$ cat config.mk
export PLATFORM = sky130hd
export DESIGN_NAME = uep_ctrl
export DESIGN_NICKNAME = d
export VERILOG_FILES = /design/src/hdl/uep_pkg.sv /design/src/hdl/uep_ev_if.sv /design/src/hdl/uep_ctrl.sv /design/src/hdl/uep_fifo2.sv /design/src/hdl/uep_hs.sv
export SDC_FILE = /design/constraint.sdc
export NUM_CORES = 1
export LEC_CHECK = 0
export ABC_AREA = 1
export BUFFER_PORTS_ARGS = -buffer_cell sky130_fd_sc_hd__buf_2
export CAP_MARGIN = 10
export CORE_UTILIZATION = 40
export CTS_BUF_LIST = sky130_fd_sc_hd__clkbuf_16
export CTS_CLUSTER_SIZE = 25
export DETAILED_ROUTE_END_ITERATION = 7
export GPL_TIMING_DRIVEN = 0
export PLACE_DENSITY_LB_ADDON = 0.2
export SYNTH_ARGS = -nofsm -noshare
export SYNTH_HDL_FRONTEND = slang
export SYNTH_HIERARCHICAL = 1
export SYNTH_SLANG_ARGS = --single-unit
$ cat constraint.sdc
create_clock -name mclk -period 3.6 [get_ports mclk]
set_clock_uncertainty 0.2 [all_clocks]
set_input_delay 0.54 -clock mclk [delete_from_list [all_inputs] [get_ports mclk]]
set_output_delay 0.54 -clock mclk [all_outputs]
set_load 0.05 [all_outputs]
$ cat src/hdl/uep_pkg.sv
// Package: endpoint register map, field layout, reset values and event types
//
// Contract
// - Hardware or bus reset always leaves endpoint zero enabled.
// - Reserved control register bits always read as zero.
// - Toggle flag set on accepted DATA0, cleared on accepted DATA1.
// - Direction bit selects IN when one, OUT when zero; ignored for control. Here it is only stored; handshakes never depend on it.
// - Type field: 00 control, 01 isochronous, 10 bulk, 11 interrupt.
// - Endpoint zero always behaves as a control endpoint.
// - Control register resets to 80h for endpoint zero, 00h otherwise.
// - Ping-pong endpoints four to six set bank-one flag on stored packet.
// - Full bank NAKs further OUT packets, except on isochronous endpoints.
// - Bank-zero flag set on stored packet; later OUT to bank zero NAKed.
// - SETUP on a control endpoint is accepted even with bank zero full.
// - While stall request is set the next handshake is STALL.
// - Valid SETUP on a control endpoint clears stall request.
// - Firmware sets packet ready after loading; empty load sends zero length.
// - Packet ready cleared when sent (iso) or acknowledged; event raised.
// - Stall-sent flag set after requested STALL; firmware clears it.
// - On isochronous endpoints that flag shows CRC error of last packet.
// - Valid SETUP sets setup flag, clears all other status bits, raises event.
// - Transfer complete flag set when IN sent (iso) or acknowledged.
package uep_pkg;
    localparam int         NUM_EP        = 7;
    localparam int         PINGPONG_EP   = 4;
    // Register offsets
    localparam logic [7:0] SEL_ADDR      = 8'hc7;
    localparam logic [7:0] STA_ADDR      = 8'hce;
    localparam logic [7:0] CON_ADDR      = 8'hd4;
    // Reset values
    localparam logic [7:0] CON_RST_EP0   = 8'h80;
    localparam logic [7:0] CON_RST_OTHER = 8'h00;
    localparam logic [7:0] STA_RST       = 8'h00;
    localparam logic [3:0] SEL_RST       = 4'h0;
    // Control register layout
    localparam logic [7:0] CON_WMASK     = 8'h87;
    localparam int         CON_EN        = 7;
    localparam int         CON_TGL       = 3;
    localparam int         CON_DIR       = 2;
    // Status register layout
    localparam int         STA_DIR       = 7;
    localparam int         STA_B1        = 6;
    localparam int         STA_STALL     = 5;
    localparam int         STA_RDY       = 4;
    localparam int         STA_STALL_SENT_OR_CRC_ERROR    = 3;
    localparam int         STA_SETUP     = 2;
    localparam int         STA_B0        = 1;
    localparam int         STA_CMPL      = 0;
    localparam logic [7:0] STA_SETUP_VAL = 8'h04;

    typedef enum logic [1:0] {
        UEP_CTRL = 2'b00,
        UEP_ISO  = 2'b01,
        UEP_BULK = 2'b10,
        UEP_INTR = 2'b11
    } uep_type_t;

    typedef enum logic [1:0] {
        EV_SETUP, EV_OUT, EV_IN_DONE, EV_STALL_SENT
    } uep_ev_kind_t;

    typedef struct packed {
        logic [2:0]   ep;
        uep_ev_kind_t kind;
        logic         bank;
        logic         pid1;
        logic         crc_err;
    } uep_ev_t;

    typedef enum logic [1:0] {TOK_OUT, TOK_IN, TOK_SETUP} uep_tok_t;
    typedef enum logic [1:0] {HS_NONE, HS_ACK, HS_NAK, HS_STALL} uep_hs_t;

    // type decode
    // Effective type: endpoint zero is control whatever is stored
    function automatic uep_type_t eff_type(input logic [2:0] ep, input logic [7:0] con);
        eff_type = (ep == 3'h0) ? UEP_CTRL : uep_type_t'(con[1:0]);
    endfunction : eff_type
endpackage : uep_pkg

$ cat src/hdl/uep_ev_if.sv
// Interface: event word stream from the buffer to the register file
`timescale 1ns/1ns
interface uep_ev_if;
    logic             valid;
    logic             ready;
    uep_pkg::uep_ev_t word;
    modport src (output valid, output word, input ready);
    modport snk (input valid, input word, output ready);
endinterface : uep_ev_if

$ cat src/hdl/uep_ctrl.sv
// Module: endpoint control and status registers with handshake gating
`timescale 1ns/1ns
module uep_ctrl #(
    parameter int NUM_EP = uep_pkg::NUM_EP
) (
    // Clock and resets
    input  wire logic             mclk,
    input  wire logic             sys_rst,
    input  wire logic             usb_rst,
    // Special-function register access
    input  wire logic [7:0]       sfr_addr,
    input  wire logic             sfr_wr,
    input  wire logic             sfr_rd,
    input  wire logic [7:0]       sfr_wdata,
    output logic [7:0]            sfr_rdata_r,
    // Events from the packet engine
    input  wire logic             ev_valid,
    input  wire uep_pkg::uep_ev_t ev_word,
    output logic                  ev_ready,
    // Token query from the packet engine
    input  wire logic             tok_valid,
    input  wire logic [2:0]       tok_ep,
    input  wire uep_pkg::uep_tok_t tok_kind,
    input  wire logic             tok_bank,
    output logic                  hs_valid_r,
    output uep_pkg::uep_hs_t      hs_code_r,
    // Per-endpoint event pulses
    output logic [NUM_EP-1:0]     ep_event_r
);
    logic [7:0]        con_r [NUM_EP];
    logic [7:0]        con_nxt [NUM_EP];
    logic [7:0]        sta_r [NUM_EP];
    logic [7:0]        sta_nxt [NUM_EP];
    logic [3:0]        sel_r, sel_nxt;
    logic [7:0]        rdata_nxt;
    logic              hs_valid_nxt;
    uep_pkg::uep_hs_t  hs_code_nxt;
    logic [NUM_EP-1:0] ep_event_nxt;
    uep_pkg::uep_hs_t  hs_code;
    logic              sel_ok, fw_con, fw_sta, take;
    logic [7:0]        tok_con, tok_sta;

    uep_ev_if ev_bus ();

    ////////////////////////////////////////////////////////////////
    // Event buffer: the register file stalls it during firmware writes
    uep_fifo2 #(
        .WIDTH ($bits(uep_pkg::uep_ev_t)),
        .DEPTH (2)
    ) u_buf (
        .mclk     (mclk),
        .sys_rst  (sys_rst),
        .in_valid (ev_valid),
        .in_word  (ev_word),
        .in_ready (ev_ready),
        .out      (ev_bus.src)
    );

    // Draining waits out a firmware write so both never touch one flag
    assign ev_bus.ready = !sfr_wr;
    assign take         = ev_bus.valid && ev_bus.ready;

    ////////////////////////////////////////////////////////////////
    // Handshake decision on the addressed endpoint
    assign tok_con = (tok_ep < 3'(NUM_EP)) ? con_r[tok_ep] : 8'h00;
    assign tok_sta = (tok_ep < 3'(NUM_EP)) ? sta_r[tok_ep] : 8'h00;

    uep_hs u_hs (
        .tok_ep   (tok_ep),
        .tok_kind (tok_kind),
        .tok_bank (tok_bank),
        .con      (tok_con),
        .sta      (tok_sta),
        .code     (hs_code)
    );

    ////////////////////////////////////////////////////////////////
    // selected endpoint decode
    assign sel_ok = (sel_r < 4'(NUM_EP));
    assign fw_con = sfr_wr && sfr_addr == uep_pkg::CON_ADDR && sel_ok;
    assign fw_sta = sfr_wr && sfr_addr == uep_pkg::STA_ADDR && sel_ok;

    // Register file next state: firmware first, hardware events last
    always_comb begin
        logic is_iso;
        logic is_ctrl;
        logic [7:0] keep;
        is_iso  = 1'b0;
        is_ctrl = 1'b0;
        keep    = 8'h00;
        sel_nxt = sel_r;
        ep_event_nxt = '0;
        if (sfr_wr && sfr_addr == uep_pkg::SEL_ADDR) begin
            sel_nxt = sfr_wdata[3:0];
        end
        for (int i = 0; i < NUM_EP; i++) begin
            con_nxt[i] = con_r[i];
            sta_nxt[i] = sta_r[i];
            is_iso  = uep_pkg::eff_type(3'(i), con_r[i]) == uep_pkg::UEP_ISO;
            is_ctrl = uep_pkg::eff_type(3'(i), con_r[i]) == uep_pkg::UEP_CTRL;
            if (usb_rst) begin
                con_nxt[i] = (i == 0) ? uep_pkg::CON_RST_EP0 : uep_pkg::CON_RST_OTHER;
                sta_nxt[i] = uep_pkg::STA_RST;
            end else begin
                if (fw_con && sel_r == 4'(i)) begin
                    // reserved bits stay zero, toggle read-only
                    con_nxt[i] = (sfr_wdata & uep_pkg::CON_WMASK)
                               | (con_r[i] & ~uep_pkg::CON_WMASK & 8'h08);
                    if (i == 0) begin
                        con_nxt[i][1:0] = 2'(uep_pkg::UEP_CTRL);
                    end
                end
                if (fw_sta && sel_r == 4'(i)) begin
                    // direction, stall request and ready written as is
                    sta_nxt[i][uep_pkg::STA_DIR]   = sfr_wdata[uep_pkg::STA_DIR];
                    sta_nxt[i][uep_pkg::STA_STALL] = sfr_wdata[uep_pkg::STA_STALL];
                    sta_nxt[i][uep_pkg::STA_RDY]   = sfr_wdata[uep_pkg::STA_RDY];
                    // event flags only cleared by writing zero
                    keep = sfr_wdata | 8'hb0;
                    if (is_iso) begin
                        keep[uep_pkg::STA_STALL_SENT_OR_CRC_ERROR] = 1'b1;  // read-only on iso
                    end
                    sta_nxt[i] = sta_nxt[i] & keep;
                end
                if (take && ev_bus.word.ep == 3'(i)) begin
                    unique case (ev_bus.word.kind)
                        uep_pkg::EV_SETUP: begin
                            sta_nxt[i]            = uep_pkg::STA_SETUP_VAL;
                            con_nxt[i][uep_pkg::CON_TGL] = 1'b1;
                            ep_event_nxt[i]       = 1'b1;
                        end
                        uep_pkg::EV_OUT: begin
                            if (ev_bus.word.bank && i >= uep_pkg::PINGPONG_EP) begin
                                sta_nxt[i][uep_pkg::STA_B1] = 1'b1;
                            end else begin
                                sta_nxt[i][uep_pkg::STA_B0] = 1'b1;
                            end
                            con_nxt[i][uep_pkg::CON_TGL] = !ev_bus.word.pid1;
                            if (is_iso) begin
                                sta_nxt[i][uep_pkg::STA_STALL_SENT_OR_CRC_ERROR] = ev_bus.word.crc_err;
                            end
                            ep_event_nxt[i] = 1'b1;
                        end
                        uep_pkg::EV_IN_DONE: begin
                            sta_nxt[i][uep_pkg::STA_RDY]  = 1'b0;
                            sta_nxt[i][uep_pkg::STA_CMPL] = 1'b1;
                            ep_event_nxt[i] = 1'b1;
                        end
                        uep_pkg::EV_STALL_SENT: begin
                            if (!is_iso) begin
                                sta_nxt[i][uep_pkg::STA_STALL_SENT_OR_CRC_ERROR] = 1'b1;
                                ep_event_nxt[i] = 1'b1;
                            end
                        end
                    endcase
                end
                if (!is_ctrl && !is_iso) begin
                    con_nxt[i][uep_pkg::CON_DIR] = con_nxt[i][uep_pkg::CON_DIR];
                end
            end
        end
    end

    // Read data and handshake answer
    always_comb begin
        rdata_nxt = sfr_rdata_r;
        if (sfr_rd) begin
            unique case (sfr_addr)
                uep_pkg::SEL_ADDR: rdata_nxt = {4'h0, sel_r};
                uep_pkg::CON_ADDR: rdata_nxt = sel_ok ? con_r[sel_r[2:0]] : 8'h00;
                uep_pkg::STA_ADDR: rdata_nxt = sel_ok ? sta_r[sel_r[2:0]] : 8'h00;
                default:           rdata_nxt = 8'h00;
            endcase
        end
        hs_valid_nxt = tok_valid;
        hs_code_nxt  = tok_valid ? hs_code : uep_pkg::HS_NONE;
    end

    ////////////////////////////////////////////////////////////////
    // State registers
    always_ff @(posedge mclk or posedge sys_rst) begin
        if (sys_rst) begin
            for (int i = 0; i < NUM_EP; i++) begin
                con_r[i] <= (i == 0) ? uep_pkg::CON_RST_EP0 : uep_pkg::CON_RST_OTHER;
                sta_r[i] <= uep_pkg::STA_RST;
            end
            sel_r       <= uep_pkg::SEL_RST;
            sfr_rdata_r <= 8'h00;
            hs_valid_r  <= 1'b0;
            hs_code_r   <= uep_pkg::HS_NONE;
            ep_event_r  <= '0;
        end else begin
            for (int i = 0; i < NUM_EP; i++) begin
                con_r[i] <= con_nxt[i];
                sta_r[i] <= sta_nxt[i];
            end
            sel_r       <= usb_rst ? uep_pkg::SEL_RST : sel_nxt;
            sfr_rdata_r <= rdata_nxt;
            hs_valid_r  <= hs_valid_nxt;
            hs_code_r   <= hs_code_nxt;
            ep_event_r  <= usb_rst ? '0 : ep_event_nxt;
        end
    end

    ////////////////////////////////////////////////////////////////
    // Checks: helper copy of the last consumed event
    logic             take_d;
    logic             rst_d;
    uep_pkg::uep_ev_t ev_d;
    always_ff @(posedge mclk or posedge sys_rst) begin
        if (sys_rst) begin
            take_d <= 1'b0;
            rst_d  <= 1'b0;
            ev_d   <= '0;
        end else begin
            take_d <= take && !usb_rst;
            rst_d  <= usb_rst;
            ev_d   <= ev_bus.word;
        end
    end
endmodule : uep_ctrl

$ cat src/hdl/uep_fifo2.sv
// Module: small event buffer between the packet engine and the register file
`timescale 1ns/1ns
module uep_fifo2 #(
    parameter int WIDTH = 9,
    parameter int DEPTH = 2
) (
    // Clock and reset
    input  wire logic             mclk,
    input  wire logic             sys_rst,
    // Filling side
    input  wire logic             in_valid,
    input  wire logic [WIDTH-1:0] in_word,
    output logic                  in_ready,
    // Draining side
    uep_ev_if.src                 out
);
    localparam int PW = (DEPTH > 1) ? $clog2(DEPTH) : 1;

    logic [WIDTH-1:0] mem_r [DEPTH];
    logic [PW-1:0]    wp_r, wp_nxt, rp_r, rp_nxt;
    logic [PW:0]      cnt_r, cnt_nxt;
    logic             push, pop;

    function automatic logic [PW-1:0] inc(input logic [PW-1:0] p);
        inc = (p == PW'(DEPTH - 1)) ? '0 : p + 1'b1;
    endfunction : inc

    ////////////////////////////////////////////////////////////////
    // Full and empty come straight from the count flop
    assign in_ready  = (cnt_r != (PW+1)'(DEPTH));
    assign out.valid = (cnt_r != '0);
    assign out.word  = mem_r[rp_r];
    assign push      = in_valid && in_ready;
    assign pop       = out.valid && out.ready;

    // Pointer and count next state
    always_comb begin
        wp_nxt  = push ? inc(wp_r) : wp_r;
        rp_nxt  = pop ? inc(rp_r) : rp_r;
        cnt_nxt = cnt_r + (PW+1)'(push) - (PW+1)'(pop);
    end

    always_ff @(posedge mclk or posedge sys_rst) begin
        if (sys_rst) begin
            wp_r  <= '0;
            rp_r  <= '0;
            cnt_r <= '0;
        end else begin
            wp_r  <= wp_nxt;
            rp_r  <= rp_nxt;
            cnt_r <= cnt_nxt;
        end
    end

    // Storage holds no control state, so it needs no reset
    always_ff @(posedge mclk) begin
        if (push) begin
            mem_r[wp_r] <= in_word;
        end
    end
endmodule : uep_fifo2

$ cat src/hdl/uep_hs.sv
// Module: handshake decision for one token against one endpoint's state
`timescale 1ns/1ns
module uep_hs (
    // Token
    input  wire logic [2:0]       tok_ep,
    input  wire uep_pkg::uep_tok_t tok_kind,
    input  wire logic             tok_bank,
    // Endpoint state
    input  wire logic [7:0]       con,
    input  wire logic [7:0]       sta,
    // Answer
    output uep_pkg::uep_hs_t      code
);
    uep_pkg::uep_type_t typ;
    logic               full;

    assign typ  = uep_pkg::eff_type(tok_ep, con);
    assign full = (tok_bank && tok_ep >= 3'(uep_pkg::PINGPONG_EP)) ? sta[uep_pkg::STA_B1]
                                                                   : sta[uep_pkg::STA_B0];

    // Priority: disabled, setup, stall, then per direction
    always_comb begin
        code = uep_pkg::HS_NONE;
        if (!con[uep_pkg::CON_EN]) begin
            code = uep_pkg::HS_NONE;
        end else if (tok_kind == uep_pkg::TOK_SETUP) begin
            code = (typ == uep_pkg::UEP_CTRL) ? uep_pkg::HS_ACK : uep_pkg::HS_NONE;
        end else if (sta[uep_pkg::STA_STALL]) begin
            code = uep_pkg::HS_STALL;
        end else if (tok_kind == uep_pkg::TOK_OUT) begin
            code = (full && typ != uep_pkg::UEP_ISO) ? uep_pkg::HS_NAK : uep_pkg::HS_ACK;
        end else begin
            code = sta[uep_pkg::STA_RDY] ? uep_pkg::HS_ACK : uep_pkg::HS_NAK;
        end
    end
endmodule : uep_hs

* Word level (Yosys, flattened, before mapping) *
Memory sizes are Yosys's and may differ from the RTL's.
Index checks and enable logic that the tools add are counted.

storage, ports and cells
  bits in writable memories = 16
  logic and storage cells = 319
  register bits = 138
  memories kept = 1
  latch bits = 0
  bits in read-only memories = 0

memories
  memory       words  width  read ports  clocked after Yosys merged registers in  write ports  line             RTL
  u_buf.mem_r  2      8      1           0                                        1            uep_fifo2.sv:19  logic [WIDTH-1:0] mem_r [DEPTH];

cells by class
  mux-type cells = 187
  order comparisons = 5
  bitwise operators = 16
  equality and inequality tests = 27
  divide/modulo/power cells = 0
  shift-type cells = 0
  add/subtract/negate cells = 4
  multiply operators = 0
  reduce and logical (&&, ||, !) cells = 50

operators by type and width
  operator                                       count
  2-to-1 mux 8 bit                               44
  binary-select mux 8 bit (select 3 bit)         4
  2-to-1 mux 1 bit                               83
  one-hot mux 1 bit (2 select lines)             31
  bitwise AND 8 bit                              7
  bitwise OR 8 x 4 -> 8 bit                      7
  logical AND 1 bit                              30
  2-to-1 mux 7 bit                               4
  == test 8 bit, second input constant           3
  one-hot mux 8 bit (3 select lines)             1
  one-hot mux 1 bit (3 select lines)             6
  nonzero test 2 bit                             9
  2-to-1 mux 2 bit                               8
  == test 2 x 1 -> 1 bit, second input constant  7
  == test 4 x 3 -> 1 bit, second input constant  3
  2-to-1 mux 3 bit                               4
  == test 3 bit, second input constant           3
  == test 4 x 2 -> 1 bit, second input constant  2
  >= comparator 4 bit, second input constant     2
  2-to-1 mux 4 bit                               2
  inverter 3 -> 4 bit                            2
  == test 2 bit, second input constant           3
  == test 3 x 2 -> 1 bit, second input constant  2
  logical NOT 2 bit                              3
  other kinds (16)                               19

* Longest topological paths before layout *
  depth in word-level cells = 14
  gate-level depth with buffers = 15

* Hierarchy *
The synthesis kept the hierarchy.

by module, submodules not included
  module     instances  area an instance (um^2)  sequential area each (um^2)  cells each
  uep_ctrl   1          6720.2                   2778.9                       962
  uep_fifo2  1          825.8                    580.6                        74
  uep_hs     1          115.1                    0.0                          26

* Worst setup path after synthesis *
OpenSTA, ideal clock, no wires.

  path type = register to register
  from = register u_buf.rp_r
  to = register con_r[11] (netlist name)
  required time = 3281 ps
  cell stages (with the launch flop) = 12
  setup slack = 1114 ps
  arrival = 2168 ps
  cell sequence = dfrtp_1 -> buf_2 -> inv_2 -> nand2_1 -> nand2_1 -> clkinv_1 -> ha_1 -> clkbuf_1 -> nor3_1 -> a21oi_1 -> mux2i_1 -> inv_1

RTL lines
  what                            line             RTL
  start: declaration              uep_fifo2.sv:20  logic [PW-1:0] wp_r, wp_nxt, rp_r, rp_nxt;
  start signal: assignment        uep_fifo2.sv:50  rp_r <= rp_nxt;
  end signal: indexed assignment  uep_ctrl.sv:184  con_r[i] <= (i == 0) ? uep_pkg::CON_RST_EP0 : uep_pkg::CON_RST_OTHER;
  end signal: indexed assignment  uep_ctrl.sv:194  con_r[i] <= con_nxt[i];
  end: declaration                uep_ctrl.sv:30   logic [7:0] con_r [NUM_EP];

==> impl_results.md <==
- Status: completed
- Die W: 138 µm
- GRT Residual Overflow: 0
- Largest net degree at the start of global routing: 40
- Setup TNS: 0 ns
- Gr usage total: 0.272
- Vias in the first global route: 6681
- Residual DRC count: 0
- CTS H-tree depth: 4
- Placer Congestion: 0.948
- Start of the worst register-to-register path: u_buf/rp_r
- Syn_nets: 1046
- CP arrival: 3.30 ns
- Design area: 8590 µm²
- Max clock buf depth: 2
- PortBufs: 53
- Initial Util: 0.409
- Clock root buffer: clkbuf_16
- Worst-path clk slew: 0.06 ns
- Final min period: 3.19 ns
- Slew @ Worst Pin: 0.930 ns
- Num CTS Buffers: 17
- Routed Antenna Nets: 0
- Average routed wire per standard cell: 18.3 µm
- Drt first pass iters: 5
- FF-to-FF End: con_r[19]
- Total Power: 4.56 mW
- Final Slew Violations: 0
- Drt initial violations: 706
- Detailed Place HPWL: 17900 µm
- WS Path Type: reg -> reg
- FF-to-FF setup slack: 0.41 ns
- Post-synthesis instance area: 7370 µm²
- First-pass GRT wire length: 37400 µm
- Post-DP Area: 7980 µm²
- Hold slack: 0.0575 ns
- Pwr/cell area: 531 nW/µm²
- Vias per std cell: 5.36
- Int Power: 3.08 mW
- Worst hold stages: 1
- Critical Path Source Type: flip-flop
- Placed Cells: 1289
- Period utilization: 0.886
- Peak supply drop: 0.391 mV
- Die area: 19000 µm²
- Core area: 18000 µm²
- RSZ-0062 raised after global routing: no
- Clock network fraction of total power: 0.392
- Initial antenna violation count: 1
- Hold Startpoint: tok_valid
- Clock Sink Count: 131
- Hold Fails Final Rpt: 0
- Area Growth Syn to Fin: 16.6%
- Io pins: 56
- Final net count: 1122
- Hold worst-path end: hs_valid_r
- Number of cell rows: 49
- CTS tree: yes
- Comb power frac: 0.227
- Max-slew headroom: 0.378
- Seq pwr share: 0.382
- Leakage Power: 4.27 nW
- Max-capacitance violation count: 0
- Critical Path RT: 3.71 ns
- Syn Inst Count: 1004
- Total Wirelength: 24200 µm
- Antenna diode count: 0
- Die H: 138 µm
- Share of cells above drive strength 1: 0.118
- F_max: 0.314 GHz
- Psw: 1.48 mW
- Critical Path Sink Type: flip-flop
- Ys Warns: 6
- Worst reg2reg path depth: 11
- Syn_area_per_cell: 7.34 µm²
- Setup violations, final: 0
- Post-CTS setup buffer count: 0
- Fin cells: 1322
- Vias: 7085
- Sw Ratio: 0.324
- Worst-path fanout max: 10
- Hold Crit Class: in -> reg
- Clk_lat worst skew: 0.42 ns
-- area by class of cell --
| class | count | area [µm²] |
|---|---|---|
| buffer | 35 | 160 |
| clock buffer | 17 | 425 |
| clock inverter | 15 | 174 |
| fill | 1851 | 9430 |
| inverter | 147 | 556 |
| multi-input combinational | 691 | 3300 |
| sequential | 131 | 3360 |
| tap | 229 | 287 |
| timing repair buffer | 57 | 335 |
-- timing repair --
item                                    4_1_cts  5_1_grt
hold buffers                                  1        0
endpoints found under the setup margin        0        0
gates resized for setup                       0        0
endpoints found under the hold margin        21        0
-- power by group through the flow --
stage               logic (mW)  registers, mW  clock network (mW)
finish                    1.03           1.74                1.79
global route              1.18           1.76                1.86
CTS                       1.04           1.74                1.81
detailed placement        1.03           1.76                   0
global placement          1.02           1.76                   0
floorplan                0.715           1.77                   0
-- worst max-delay path, stage by stage (launching register included) --
cell and delay, ns:
dfrtp_1 0.35, buf_2 0.17, inv_2 0.16, nand2_1 0.07
nand2_1 0.19, clkinv_1 0.31, ha_1 0.29, clkbuf_1 0.24
nor3_1 0.70, a21oi_1 0.17, a21oi_1 0.19, inv_1 0.05
-- worst max path at each step --
stage | cells past startpoint | to | slack, ns | from
after floorplan | 11 | con_r[11] | 1.11 | u_buf/rp_r
after global placement | 11 | con_r[19] | 0.43 | u_buf/rp_r
after detailed placement | 11 | con_r[19] | 0.40 | u_buf/rp_r
after CTS | 11 | con_r[19] | 0.38 | u_buf/rp_r
after global routing | 12 | con_r[19] | 0.15 | u_buf/rp_r
final | 11 | con_r[19] | 0.41 | u_buf/rp_r
-- registers in the layout (all words and copies together), names as in the netlist --
register	count
hs_valid_r	1
sta_r	56
con_r	33
u_buf/rp_r	1
hs_code_r	2
u_buf/cnt_r	2
sfr_rdata_r	8
sel_r	4
u_buf/wp_r	1
ep_event_r	7
u_buf/mem_r	16
-- per-stage QoR --
step	setup WS, ns	utilization
2_1_floorplan	1.11	-
4_1_cts	0.380	0.477
3_5_place_dp	0.397	0.443
6_report	0.410	0.477
5_1_grt	0.148	0.477
3_3_place_gp	0.432	0.440
-- layer usage --
layer,vias up,part of all wire,track usage,routed length [µm]
met4,2,0.037,0.114,894
li1,3404,-,-,-
met5,-,0.00066,0,16
met2,325,0.45,0.424,10900
met3,67,0.085,0.0589,2060
met1,3287,0.43,0.364,10400
-- cells in the final DEF, fill, tap and decap left out, types with 6 or more instances in the layout --
cell / instances
clkbuf_16: 17
clkinv_1: 8
inv_2: 7
o21ai_0: 100
edfxtp_1: 16
o22ai_1: 10
nor2_2: 8
clkbuf_1: 22
nand3_1: 33
a211oi_1: 16
buf_2: 61
nand4_1: 6
a21oi_1: 82
inv_1: 138
dfrtp_1: 114
nor3_1: 9
nor2_1: 72
nand2_1: 295
Note: power is estimated with default switching activity, not from simulation.
